**src/inc/radio_sleep_map.vh**
```
// register offsets, fields, reset values and timing counts for sleep control
`ifndef RADIO_SLEEP_MAP_VH
`define RADIO_SLEEP_MAP_VH
`define OFS_TX_POWER 12'h000
`define OFS_CCA_THRESH 12'h004
`define OFS_SLEEP_MODE 12'h008
`define OFS_SLEEP_OPT 12'h00c
`define OFS_IDLE_LIMIT 12'h010
`define OFS_SLEEP_PERIOD 12'h014
`define OFS_UNASSOC_PERIOD 12'h018
`define OFS_CONTROL 12'h01c
`define OFS_STATUS 12'h020
`define TX_POWER_MAX 3'h4
`define TX_POWER_RST 3'h4
`define CCA_MIN 8'h24
`define CCA_MAX 8'h50
`define CCA_RST 8'h2c
`define SM_NONE 3'h0
`define SM_PIN_HIB 3'h1
`define SM_PIN_DOZE 3'h2
`define SM_RESERVED 3'h3
`define SM_CYC 3'h4
`define SM_CYC_PIN 3'h5
`define SM_LEGACY_COORD 3'h6
`define SM_RST 3'h0
`define SO_NO_POLL 0
`define SO_NO_SAMPLE 1
`define IDLE_RST 16'h1388
`define PERIOD_MAX 16'h68b0
`define SLEEP_PERIOD_RST 16'h0000
`define UNASSOC_RST 16'h03e8
`define CTL_COORD_EN 0
`define CTL_ASSOC_EN 1
`define CTL_SAMPLE_EN 2
`define TICK_NS 1000000
`define CLK_NS 4
`define TICK_CYCLES (`TICK_NS / `CLK_NS)
`define TEN_MS_TICKS 10
`endif

```
**src/hdl/radio_sleep_and_tx_gate_control.v**
```verilog
// sleep, idle and hold timing with transmit gating behind an apb slave
// Behaviour
// - transmit power select 0..4 picks one of five levels, resets to 4
// - a packet is suppressed when measured channel energy exceeds threshold
// - threshold is a -dBm magnitude held within 0x24..0x50, reset 0x2c
// - sleep mode 0 none, 1 hibernate, 2 doze, 3 reserved, 4/5 cyclic
// - mode 6 is legacy coordinator; otherwise coordinator enable bit
// - option bit 0 clear polls coordinator on each wake; set skips it
// - option bit 1 clear with sampling enabled samples once on wake
// - idle count restarts on traffic, sleeps at limit in ms, reset 0x1388
// - idle limit only acts in cyclic sleep modes 4 and 5
// - cyclic sleeper wakes at period end, checks data, else sleeps again
// - sleep period in 10 ms units, max 0x68b0, resets to zero
// - coordinator holds indirect message, drops after 2.5 sleep periods
// - coordinator with zero sleep period sends messages directly
// - unassociated sleeper sleeps the unassociated period, 1..0x68b0
`timescale 1ns/1ps
`include "radio_sleep_map.vh"
module radio_sleep_and_tx_gate_control #(
   parameter TICK_CYCLES = `TICK_CYCLES
) (
   // apb slave
   input wire pclk,
   input wire presetn,
   input wire psel,
   input wire penable,
   input wire pwrite,
   input wire [11:0] paddr,
   input wire [31:0] pwdata,
   output reg [31:0] prdata,
   output reg pready,
   output reg pslverr,
   // activity and radio events
   input wire traffic,
   input wire associated,
   input wire data_pending,
   input wire tx_request,
   input wire [7:0] channel_energy,
   input wire indirect_msg_in,
   input wire indirect_delivered,
   // outputs to radio
   output reg tx_grant,
   output reg tx_blocked,
   output reg [2:0] tx_power_level,
   output reg asleep,
   output reg wake_poll,
   output reg wake_sample,
   output reg send_direct,
   output reg indirect_held,
   output reg indirect_discard,
   output reg [2:0] sleep_kind
);
   localparam ST_AWAKE = 2'h0;
   localparam ST_SLEEP = 2'h1;
   localparam ST_WAKE = 2'h2;

   reg [2:0] tx_power_reg;
   reg [7:0] cca_reg;
   reg [2:0] mode_reg;
   reg [1:0] opt_reg;
   reg [15:0] idle_limit_reg;
   reg [15:0] period_reg;
   reg [15:0] unassoc_reg;
   reg [2:0] ctl_reg;
   reg [31:0] tick_cnt_reg;
   reg tick_reg;
   reg [3:0] ten_cnt_reg;
   reg [15:0] idle_cnt_reg;
   reg [15:0] slp_cnt_reg;
   reg [17:0] hold_cnt_reg;
   reg [1:0] state_reg;

   // a write lands on the access edge, so it happens once per transfer
   wire wr = psel & penable & pwrite;
   wire [31:0] d = pwdata;
   // only aligned offsets 0x00..0x20 decode; others raise a slave error
   wire hit = (paddr[11:6] == 6'h00) & (paddr[1:0] == 2'h0) &
              (paddr[5:2] <= 4'h8);
   wire cyclic = (mode_reg == `SM_CYC) | (mode_reg == `SM_CYC_PIN);
   wire coord = ctl_reg[`CTL_COORD_EN] |
                (mode_reg == `SM_LEGACY_COORD);
   // the 10 ms step is the tick on which the tenth count completes
   wire ten_ms = tick_reg & (ten_cnt_reg == 4'h9);
   // an unassociated sleeper retries on its own, usually longer, period
   wire [15:0] cur_period = (ctl_reg[`CTL_ASSOC_EN] & ~associated) ?
                            unassoc_reg : period_reg;
   // hold limit 2.5 * period in 10 ms units is five 5 ms halves per unit;
   // 18 bits because five times the largest period overflows 17
   wire [17:0] hold_limit = {period_reg, 2'b00} + {2'b00, period_reg};

   function [15:0] clamp_period;
      input [15:0] v;
      input [15:0] lo;
      begin
         if (v > `PERIOD_MAX)
            clamp_period = `PERIOD_MAX;
         else if (v < lo)
            clamp_period = lo;
         else
            clamp_period = v;
      end
   endfunction

   // apb registers; out-of-range field values are clamped, except mode 7, which is refused; bits above a field are dropped, except for the threshold
   // clamping keeps every stored value legal, so writes to decoded offsets never error
   always @(posedge pclk or negedge presetn) begin
      if (!presetn) begin
         tx_power_reg <= `TX_POWER_RST;
         cca_reg <= `CCA_RST;
         mode_reg <= `SM_RST;
         opt_reg <= 2'h0;
         idle_limit_reg <= `IDLE_RST;
         period_reg <= `SLEEP_PERIOD_RST;
         unassoc_reg <= `UNASSOC_RST;
         ctl_reg <= 3'h0;
      end else if (wr & hit) begin
         case (paddr)
            `OFS_TX_POWER: begin
               if (d[2:0] > `TX_POWER_MAX)
                  tx_power_reg <= `TX_POWER_MAX;
               else
                  tx_power_reg <= d[2:0];
            end
            `OFS_CCA_THRESH: begin
               if (d[31:8] != 24'h0 || d[7:0] > `CCA_MAX)
                  cca_reg <= `CCA_MAX;
               else if (d[7:0] < `CCA_MIN)
                  cca_reg <= `CCA_MIN;
               else
                  cca_reg <= d[7:0];
            end
            `OFS_SLEEP_MODE: begin
               // mode 7 means nothing, so writing it keeps the old mode
               if (d[2:0] != 3'h7)
                  mode_reg <= d[2:0];
            end
            `OFS_SLEEP_OPT: opt_reg <= d[1:0];
            `OFS_IDLE_LIMIT: begin
               // a zero limit would sleep at once; one tick is the shortest
               if (d[15:0] == 16'h0)
                  idle_limit_reg <= 16'h0001;
               else
                  idle_limit_reg <= d[15:0];
            end
            `OFS_SLEEP_PERIOD:
               period_reg <= clamp_period(d[15:0], 16'h0000);
            `OFS_UNASSOC_PERIOD:
               unassoc_reg <= clamp_period(d[15:0], 16'h0001);
            `OFS_CONTROL: ctl_reg <= d[2:0];
            // status is read-only, so a write to it falls through here
            default: ;
         endcase
      end
   end

   // common millisecond tick
   // the tick is one clock wide; ten of them make one 10 ms step
   // the counter is wide enough for any tick length below 2^32 clocks
   always @(posedge pclk or negedge presetn) begin
      if (!presetn) begin
         tick_cnt_reg <= 32'h0;
         tick_reg <= 1'b0;
         ten_cnt_reg <= 4'h0;
      end else begin
         tick_reg <= (tick_cnt_reg == TICK_CYCLES - 1);
         if (tick_cnt_reg == TICK_CYCLES - 1)
            tick_cnt_reg <= 32'h0;
         else
            tick_cnt_reg <= tick_cnt_reg + 32'h1;
         if (tick_reg)
            ten_cnt_reg <= (ten_cnt_reg == 4'h9) ? 4'h0 : ten_cnt_reg + 4'h1;
      end
   end

   // sleep sequencer: idle count, cyclic period, wake actions
   // traffic keeps the device awake and restarts the idle count
   always @(posedge pclk or negedge presetn) begin
      if (!presetn) begin
         state_reg <= ST_AWAKE;
         idle_cnt_reg <= 16'h0;
         slp_cnt_reg <= 16'h0;
         asleep <= 1'b0;
         wake_poll <= 1'b0;
         wake_sample <= 1'b0;
      end else begin
         wake_poll <= 1'b0;
         wake_sample <= 1'b0;
         case (state_reg)
            ST_AWAKE: begin
               asleep <= 1'b0;
               slp_cnt_reg <= 16'h0;
               if (traffic | ~cyclic)
                  idle_cnt_reg <= 16'h0;
               else if (idle_cnt_reg >= idle_limit_reg) begin
                  state_reg <= ST_SLEEP;
                  asleep <= 1'b1;
                  idle_cnt_reg <= 16'h0;
               end else if (tick_reg)
                  idle_cnt_reg <= idle_cnt_reg + 16'h1;
            end
            ST_SLEEP: begin
               // a zero period wakes at the next 10 ms step
               // a new period takes effect at the next step, not at once
               if (~cyclic) begin
                  state_reg <= ST_AWAKE;
                  asleep <= 1'b0;
               end else if (ten_ms) begin
                  if (slp_cnt_reg + 16'h1 >= cur_period) begin
                     state_reg <= ST_WAKE;
                     asleep <= 1'b0;
                     slp_cnt_reg <= 16'h0;
                     wake_poll <= ~opt_reg[`SO_NO_POLL];
                     wake_sample <= ctl_reg[`CTL_SAMPLE_EN] &
                                    ~opt_reg[`SO_NO_SAMPLE];
                  end else
                     slp_cnt_reg <= slp_cnt_reg + 16'h1;
               end
            end
            ST_WAKE: begin
               // the radio answers the poll in this cycle window
               if (data_pending | traffic)
                  state_reg <= ST_AWAKE;
               else begin
                  state_reg <= ST_SLEEP;
                  asleep <= 1'b1;
               end
            end
            default: state_reg <= ST_AWAKE;
         endcase
      end
   end

   // indirect message hold on the coordinator
   always @(posedge pclk or negedge presetn) begin
      if (!presetn) begin
         hold_cnt_reg <= 18'h0;
         indirect_held <= 1'b0;
         indirect_discard <= 1'b0;
         send_direct <= 1'b0;
      end else begin
         indirect_discard <= 1'b0;
         send_direct <= coord & (period_reg == 16'h0000);
         // one slot only: a newer message replaces the held one and restarts
         if (indirect_msg_in & coord & (period_reg != 16'h0000)) begin
            indirect_held <= 1'b1;
            hold_cnt_reg <= 18'h0;
         end else if (indirect_held) begin
            if (indirect_delivered | ~coord)
               indirect_held <= 1'b0;
            else if (hold_cnt_reg >= hold_limit) begin
               indirect_held <= 1'b0;
               indirect_discard <= 1'b1;
            // half steps fall at the fifth and tenth tick of each 10 ms
            end else if (tick_reg & (ten_cnt_reg == 4'h4 | ten_ms))
               hold_cnt_reg <= hold_cnt_reg + 18'h1;
         end
      end
   end

   // transmit gating and apb answer
   always @(posedge pclk or negedge presetn) begin
      if (!presetn) begin
         tx_grant <= 1'b0;
         tx_blocked <= 1'b0;
         tx_power_level <= `TX_POWER_RST;
         sleep_kind <= `SM_RST;
         prdata <= 32'h0;
         pready <= 1'b0;
         pslverr <= 1'b0;
      end else begin
         // energy is a -dBm magnitude: smaller number means more energy
         // grant and block exclude each other and answer one cycle later
         tx_grant <= tx_request & (channel_energy >= cca_reg);
         tx_blocked <= tx_request & (channel_energy < cca_reg);
         tx_power_level <= tx_power_reg;
         sleep_kind <= (mode_reg == `SM_RESERVED) ? `SM_NONE : mode_reg;
         // zero wait states: ready rises in the access cycle after setup
         pready <= psel & ~penable;
         pslverr <= psel & ~penable & ~hit;
         prdata <= 32'h0;
         // status shows the live sequencer state; nothing in it is latched
         if (psel & ~penable & ~pwrite & hit) begin
            case (paddr)
               `OFS_TX_POWER: prdata <= {29'h0, tx_power_reg};
               `OFS_CCA_THRESH: prdata <= {24'h0, cca_reg};
               `OFS_SLEEP_MODE: prdata <= {29'h0, mode_reg};
               `OFS_SLEEP_OPT: prdata <= {30'h0, opt_reg};
               `OFS_IDLE_LIMIT: prdata <= {16'h0, idle_limit_reg};
               `OFS_SLEEP_PERIOD: prdata <= {16'h0, period_reg};
               `OFS_UNASSOC_PERIOD: prdata <= {16'h0, unassoc_reg};
               `OFS_CONTROL: prdata <= {29'h0, ctl_reg};
               `OFS_STATUS: prdata <= {26'h0, indirect_held, coord,
                                       asleep, state_reg, cyclic};
               default: prdata <= 32'h0;
            endcase
         end
      end
   end
endmodule

```
**config.mk**
```make
export PLATFORM = sky130hd
export DESIGN_NAME = radio_sleep_and_tx_gate_control
export DESIGN_NICKNAME = d
export VERILOG_FILES = /design/src/hdl/radio_sleep_and_tx_gate_control.v
export VERILOG_INCLUDE_DIRS = /design/src /design/src/inc
export SDC_FILE = /design/constraint.sdc
export NUM_CORES = 1
export LEC_CHECK = 0
export ABC_AREA = 1
export BUFFER_PORTS_ARGS = -buffer_cell sky130_fd_sc_hd__buf_2
export CORE_MARGIN = 3
export CORE_UTILIZATION = 35
export CTS_BUF_LIST = sky130_fd_sc_hd__clkbuf_4 sky130_fd_sc_hd__clkbuf_8
export DETAILED_ROUTE_END_ITERATION = 7
export SYNTH_ARGS = -nofsm -noshare
export SYNTH_HDL_FRONTEND = slang
export SYNTH_SLANG_ARGS = --single-unit
```
**constraint.sdc**
```tcl
create_clock -name pclk -period 3.2 [get_ports pclk]
set_clock_uncertainty 0.15 [all_clocks]
set_input_delay 0.32 -clock pclk [delete_from_list [all_inputs] [get_ports pclk]]
set_output_delay 0.32 -clock pclk [all_outputs]
set_load 0.05 [all_outputs]
```
-- After elaboration in Yosys (flattened, before gate mapping)
Cells that the tools add are included.
- register bits after elaboration: 204
- RAM bits: 0
- latch bits: 0
- memory bits (read-only): 0
- bits of input ports: 63
- memories: 0
- multiplexer cells: 56
- divide/modulo/power cells: 0
- add/subtract/negate cells: 6
- reductions and logical operators: 27
- order comparisons: 12
- $mul: 0
- equality and inequality tests: 27
- bitwise gates (word level): 32
- shifts and indexed selects: 0
- operators with widths (cell ; count):
    $mux W16 ; 13
    $pmux W16 S9 ; 1
    $mux W18 ; 5
    $eq A12 B5 Y1 const B ; 4
    $add A16 B1 Y16 const B ; 2
    $add A32 B1 Y32 const B ; 1
    $eq A32 B18 Y1 const B ; 1
    $ge A16 B16 Y1 ; 2
    $logic_not A16 Y1 ; 2
    $lt A16 B1 Y1 const B ; 2
    $mux W32 ; 1
    $pmux W16 S2 ; 1
    $eq A12 B4 Y1 const B ; 2
    $reduce_bool A24 Y1 ; 1
    $mux W1 ; 23
    $add A18 B1 Y18 const B ; 1
    $add A18 B16 Y18 ; 1
    $and A1 B1 Y1 ; 18
    $ge A18 B18 Y1 ; 1
    $gt A16 B15 Y1 const B ; 1
    $mux W8 ; 2
    $reduce_and A2 Y1 ; 8
    $reduce_bool A16 Y1 ; 1
    $ne A2 B2 Y1 const B ; 7
    31 further kinds ; 59

-- Longest topological paths before layout
- depth in word-level cells: 9
- depth in mapped cells: 23
- gate-level depth less buffers: 22

-- Worst setup path after synthesis
Ideal clock, no wire load.
- kind: reg-to-reg
- start: register period_reg[2]
- end: register hold_cnt_reg[10]
- buffers on the path: 1
- arrival: 3021 ps
- stages on the path, launching flop included: 19
- required time: 2984 ps
- library setup time: 66 ps
- slack: -37 ps
- period minus slack after synthesis: 3237 ps
- cells stage by stage: dfrtp_1 ha_1 a21oi_1 nand2_1 a21boi_0 o21ai_0 a21oi_1 xor2_1 ha_1 nand2_1 inv_1 o21ai_0 a21oi_1 nor2_1 nand2_1 nor2_1 clkbuf_1 nand4_1 nand2_1
- cells in the longest elaborated chain, start to end: 4
- ends and longest elaborated chain (item ; line ; source):
    start, declared ; radio_sleep_and_tx_gate_control.v:62 ; reg [15:0] period_reg;
    start signal, assigned ; radio_sleep_and_tx_gate_control.v:113 ; period_reg <= `SLEEP_PERIOD_RST;
    start signal, assigned ; radio_sleep_and_tx_gate_control.v:146 ; period_reg <= clamp_period(d[15:0], 16'h0000);
    $add A18 B16 Y18 / $reduce_bool A16 Y1 (equally long branches) ; radio_sleep_and_tx_gate_control.v:89, radio_sleep_and_tx_gate_control.v:244 ;
    $ge A18 B18 Y1 / $and A1 B1 Y1 (equally long branches) ; radio_sleep_and_tx_gate_control.v:250, radio_sleep_and_tx_gate_control.v:244 ;
    $ne A2 B2 Y1 (no source line) / $reduce_bool A2 Y1 (equally long branches) ; -- ;
    $reduce_and A4 Y1 (no source line) ; -- ;
    end signal, assigned ; radio_sleep_and_tx_gate_control.v:255 ; hold_cnt_reg <= hold_cnt_reg + 18'h1;
    end, declared ; radio_sleep_and_tx_gate_control.v:70 ; reg [17:0] hold_cnt_reg;
Several ways; a longest one is shown, not always the timed one.
A chain may end at the register's enable or synchronous reset.

-- Final worst setup path
- start: register period_reg[9]
- end: register indirect_discard
- cells in the longest elaborated chain, start to end: 6
- ends and longest elaborated chain (item ; line ; source):
    $add A18 B16 Y18 ; radio_sleep_and_tx_gate_control.v:89 ; wire [17:0] hold_limit = {period_reg, 2'b00} + {2'b00, period_reg};
    $ge A18 B18 Y1 ; radio_sleep_and_tx_gate_control.v:250 ; else if (hold_cnt_reg >= hold_limit) begin
    $mux W1 ; radio_sleep_and_tx_gate_control.v:250 ;
    $mux W1 ; radio_sleep_and_tx_gate_control.v:248 ; if (indirect_delivered | ~coord)
    $mux W1 ; radio_sleep_and_tx_gate_control.v:247 ; end else if (indirect_held) begin
    $mux W1 (*) ; radio_sleep_and_tx_gate_control.v:244 ; if (indirect_msg_in & coord & (period_reg != 16'h0000)) begin
    end signal, assigned ; radio_sleep_and_tx_gate_control.v:238 ; indirect_discard <= 1'b0;
    end signal, assigned ; radio_sleep_and_tx_gate_control.v:241 ; indirect_discard <= 1'b0;
    end signal, assigned ; radio_sleep_and_tx_gate_control.v:252 ; indirect_discard <= 1'b1;
    end, declared ; radio_sleep_and_tx_gate_control.v:50 ; output reg indirect_discard,
Every way passes the cells marked *; elsewhere a longest branch is shown, timed or not.

==> results by group <==
Yosys
  – Adder-cell area share of the yosys netlist: 8.456%
  – Synth area leader: dfrtp_1
  – Ranking of synthesized cells by instance count: nand2_1 (378), inv_1 (223), dfrtp_1 (172), nor2_1 (171), o21ai_0 (119)
  – Simple logic cell fraction of the synthesized area: 28.35%
  – Synth top area cells: dfrtp_1 (35%), nand2_1 (12%), ha_1 (8.3%), inv_1 (6.8%), nor2_1 (5.3%)
  – Compound-Gate Fraction of Synth Area: 9.459%
  – Top-count cell post-synth: nand2_1
  – Post-synth top area share: 35.22%
  – Synth Cell Area: 12220 sq um
  – Yosys warning total: 0
  – Mux cell area share after synthesis: 0.09214%
  – Primary FF master, synth: dfrtp_1
  – Post-Syn Instances: 1615
  – Post-Syn Area per Cell: 7.568 sq um
  – Sequential fraction of the synthesis area: 38.66%
  – XOR/XNOR Fraction of Synth Area: 5.518%
  – FF+latch count, synth: 188
  – EDFF count, synth: 0
  – Share of synthesized flip-flops with an asynchronous set or reset: 100.0%
  – Netlist cell types: 54
  – Combinational family with the most area after synthesis: simple AND/OR/NAND/NOR gates

Die
  – Rows: 67
  – Starting Density: 36.00%
  – Die X: 192.9 um
  – Core area: 33950 sq um
  – # IOs: 111
  – Die Footprint: 37200 sq um
  – Die Span Y: 192.9 um

Timing
  – Fin worst setup slack: -81.01 ps
  – Max Clk Rate: 304.8 MHz
  – Slew Limit Fails: 0
  – Post-route minimum period: 3281 ps
  – Final Hold Viols: 0
  – Tightest Pin Transition: 750.3 ps
  – Period utilisation layout: 102.5%
  – Slew headroom: 49.56%
  – Final setup viols: 20
  – RSZ-0062 raised after global routing: yes

Placed design
  – Gpl congestion: 0.8754
  – PortBufs: 94
  – Pre-CTS setup slack: -79.53 ps
  – Dpl hpwl: 25560 um

Pwr
  – LEAKAGE: 7.471 nW
  – Total power: 4.398 mW
  – P per Cell Area: 298.7 nW/um^2
  – Maximum vdd drop: 0.2304 mV

Drt
  – 1st-pass router iterations: 5
  – Initial DRC count: 738
  – Vias per cell: 4.934
  – Routed wire length: 34330 um
  – WL/cell: 15.32 um
  – Vias: 11056
  – Remaining antenna violation count: 0
  – # DRC: 0

Critical path
  – Setup crit start kind: register
  – Required time of the critical path: 3480 ps
  – Crit-path max FO: 6
  – Endpoint class of the critical path: register
  – WP buf/inv: 7
  – Worst path slowest cell: dfrtp_2
  – Worst-path cell chain: buf_4 -> ha_4 -> nand2_1 -> inv_1 -> a21oi_1 -> buf_4 -> inv_1 -> nand2_1 -> nand3_1 -> xor2_1 -> ha_1 -> nand4_1 -> nor2_2 -> nand2_1 -> nor2_1 -> nor2_1 -> nand2_1 -> nor2_4 -> buf_12 -> buf_8 -> nand3b_1 -> inv_1
  – CP Class: register to register
  – Worst R2R End: indirect_discard
  – R2R depth: 22
  – Slowest cell delay on critical path: 430 ps
  – R2r setup slk: -80 ps
  – Worst Path Arrival: 3560 ps
  – Reg2reg start: period_reg[9]
  – Cell repeated most along the worst path: nand2_1
  – Delay-heaviest family, CP: simple AND/OR/NAND/NOR gates

Cells and area
  – Fin util: 43.37%
  – Area grow syn2layout: 20.47%
  – Number of flip-flops in the largest register: 32
  – Ant diodes: 0
  – Multi-input gate area: 6925 sq um
  – Share of post-route cells with drive strength above 1: 19.02%
  – Area occupied by registers: 4737 sq um
  – Fin nets: 1925
  – Fillers: 3404

Min path
  – Worst Hold Endpoint: idle_cnt_reg[11]
  – Min-delay src: traffic
  – Worst hold path type: input port to register
  – Worst hold stages: 4

CTS
  – Reg clk slew, reported paths: 110 ps
  – H-tree depth: 4
  – Clk root buf: clkbuf_8
  – CTS tree: built
  – CTS buffer count: 17
  – Clk_lat worst skew: 500 ps
  – Clk sinks: 188
  – CTS Buffer Depth: 2

GRT
  – Vias in the first global route: 10678
  – Initial antenna violation count: 0
  – Largest net degree at the start of global routing: 78
  – GR Layer Usage met3: 3.597%
  – Met1 Track Usage GR: 26.05%
  – Total gr overflow: 0
  – First-pass GRT wire length: 54990 um
  – GRT met2 Usage: 29.58%
  – Tot GR Track Use: 18.62%
  – Busiest grt layer: met2

Outcome
  – Status: finished with violations
  – Failing checks: negative setup slack

Job
  – Max-cap violations: 0
worst max-delay path by stage:
stage                    from          endpoint  slack [ps]  cells past startpoint
2_1_floorplan   period_reg[2]  hold_cnt_reg[10]          40                     19
3_3_place_gp   slp_cnt_reg[2]    slp_cnt_reg[9]         -30                     18
3_5_place_dp   slp_cnt_reg[0]   slp_cnt_reg[12]         -80                     19
4_1_cts         period_reg[2]  indirect_discard         -30                     20
5_1_grt         period_reg[9]  indirect_discard        -330                     22
6_report        period_reg[9]  indirect_discard         -80                     22
tightest hold or removal path, stage by stage:
cell and delay [ps]:
buf_2 120, nor2_4 70, nand2_1 70, o21ai_0 70
per-layer routing:
metal  vias to the layer above  share of wire [%]
li1                       5537                  -
met1                      5202                 47
met2                       279                 46
met3                        38                5.2
met4                         0                1.7
met5                         -                  0
cells in the final DEF, fill, tap and decap left out, drive strengths merged, types with 18 or more instances in the layout:
cell type and instances:
dfrtp 172, dlygate4sd3 21, clkbuf 18, ha 81
o21ai 125, inv 235, xor2 57, a21oi 47
nand2 385, buf 154, nand4 44, nor2 190
nor3 36, nand3 100, xnor2 20
per-stage QoR:
step                      cell area, sq um  setup TNS (ps)  hold WS [ps]  cells
after floorplan                      12280               0        -125.6   1630
after global placement               13400          -260.4         193.2   2169
after detailed placement             13400           -1441         194.3   2169
after CTS                            14260          -137.0         22.69   2232
after global routing                 14720           -5993         34.82   2241
final                                14720          -893.1         46.73   2241
layout make-up:
class / count / share of cell area [%]
Clock buffer: 17 / 1.589
Timing Repair Buffer: 176 / 8.251
Tap cell: 448 / 3.807
Clock inverter: 15 / 1.249
Inverter: 230 / 5.897
Sequential cell: 188 / 32.17
Multi-Input combinational cell: 1167 / 47.03
what timing repair did:
action	4_1_cts	5_1_grt
cloned	3	0
buffers inserted	7	10
hold buffers	21	0
setup endpoints to repair	34	41
pin swaps	13	40
gates resized for setup	26	111
endpoints found under the hold margin	94	0
where the power goes:
part	internal (mW)	switching (mW)	total, mW
logic	0.0826	0.212	0.295
registers	2.38	0.00168	2.38
clock network	0.725	0.998	1.72
total	3.19	1.21	4.40
cell families (layout without fill, tap and decap cells):
family                   count (synthesis)  after routing
XOR/XNOR                                77             77
flip-flops                             188            188
multiplexers                             1              1
buffers and inverters                  277            438
adder cells (fa/ha/maj)                 82             82
AND/OR/NAND/NOR                        778            780
other                                    1             16
AO/OA/AOI/OAI                          211            211
Power figures use the tool's default switching activity.
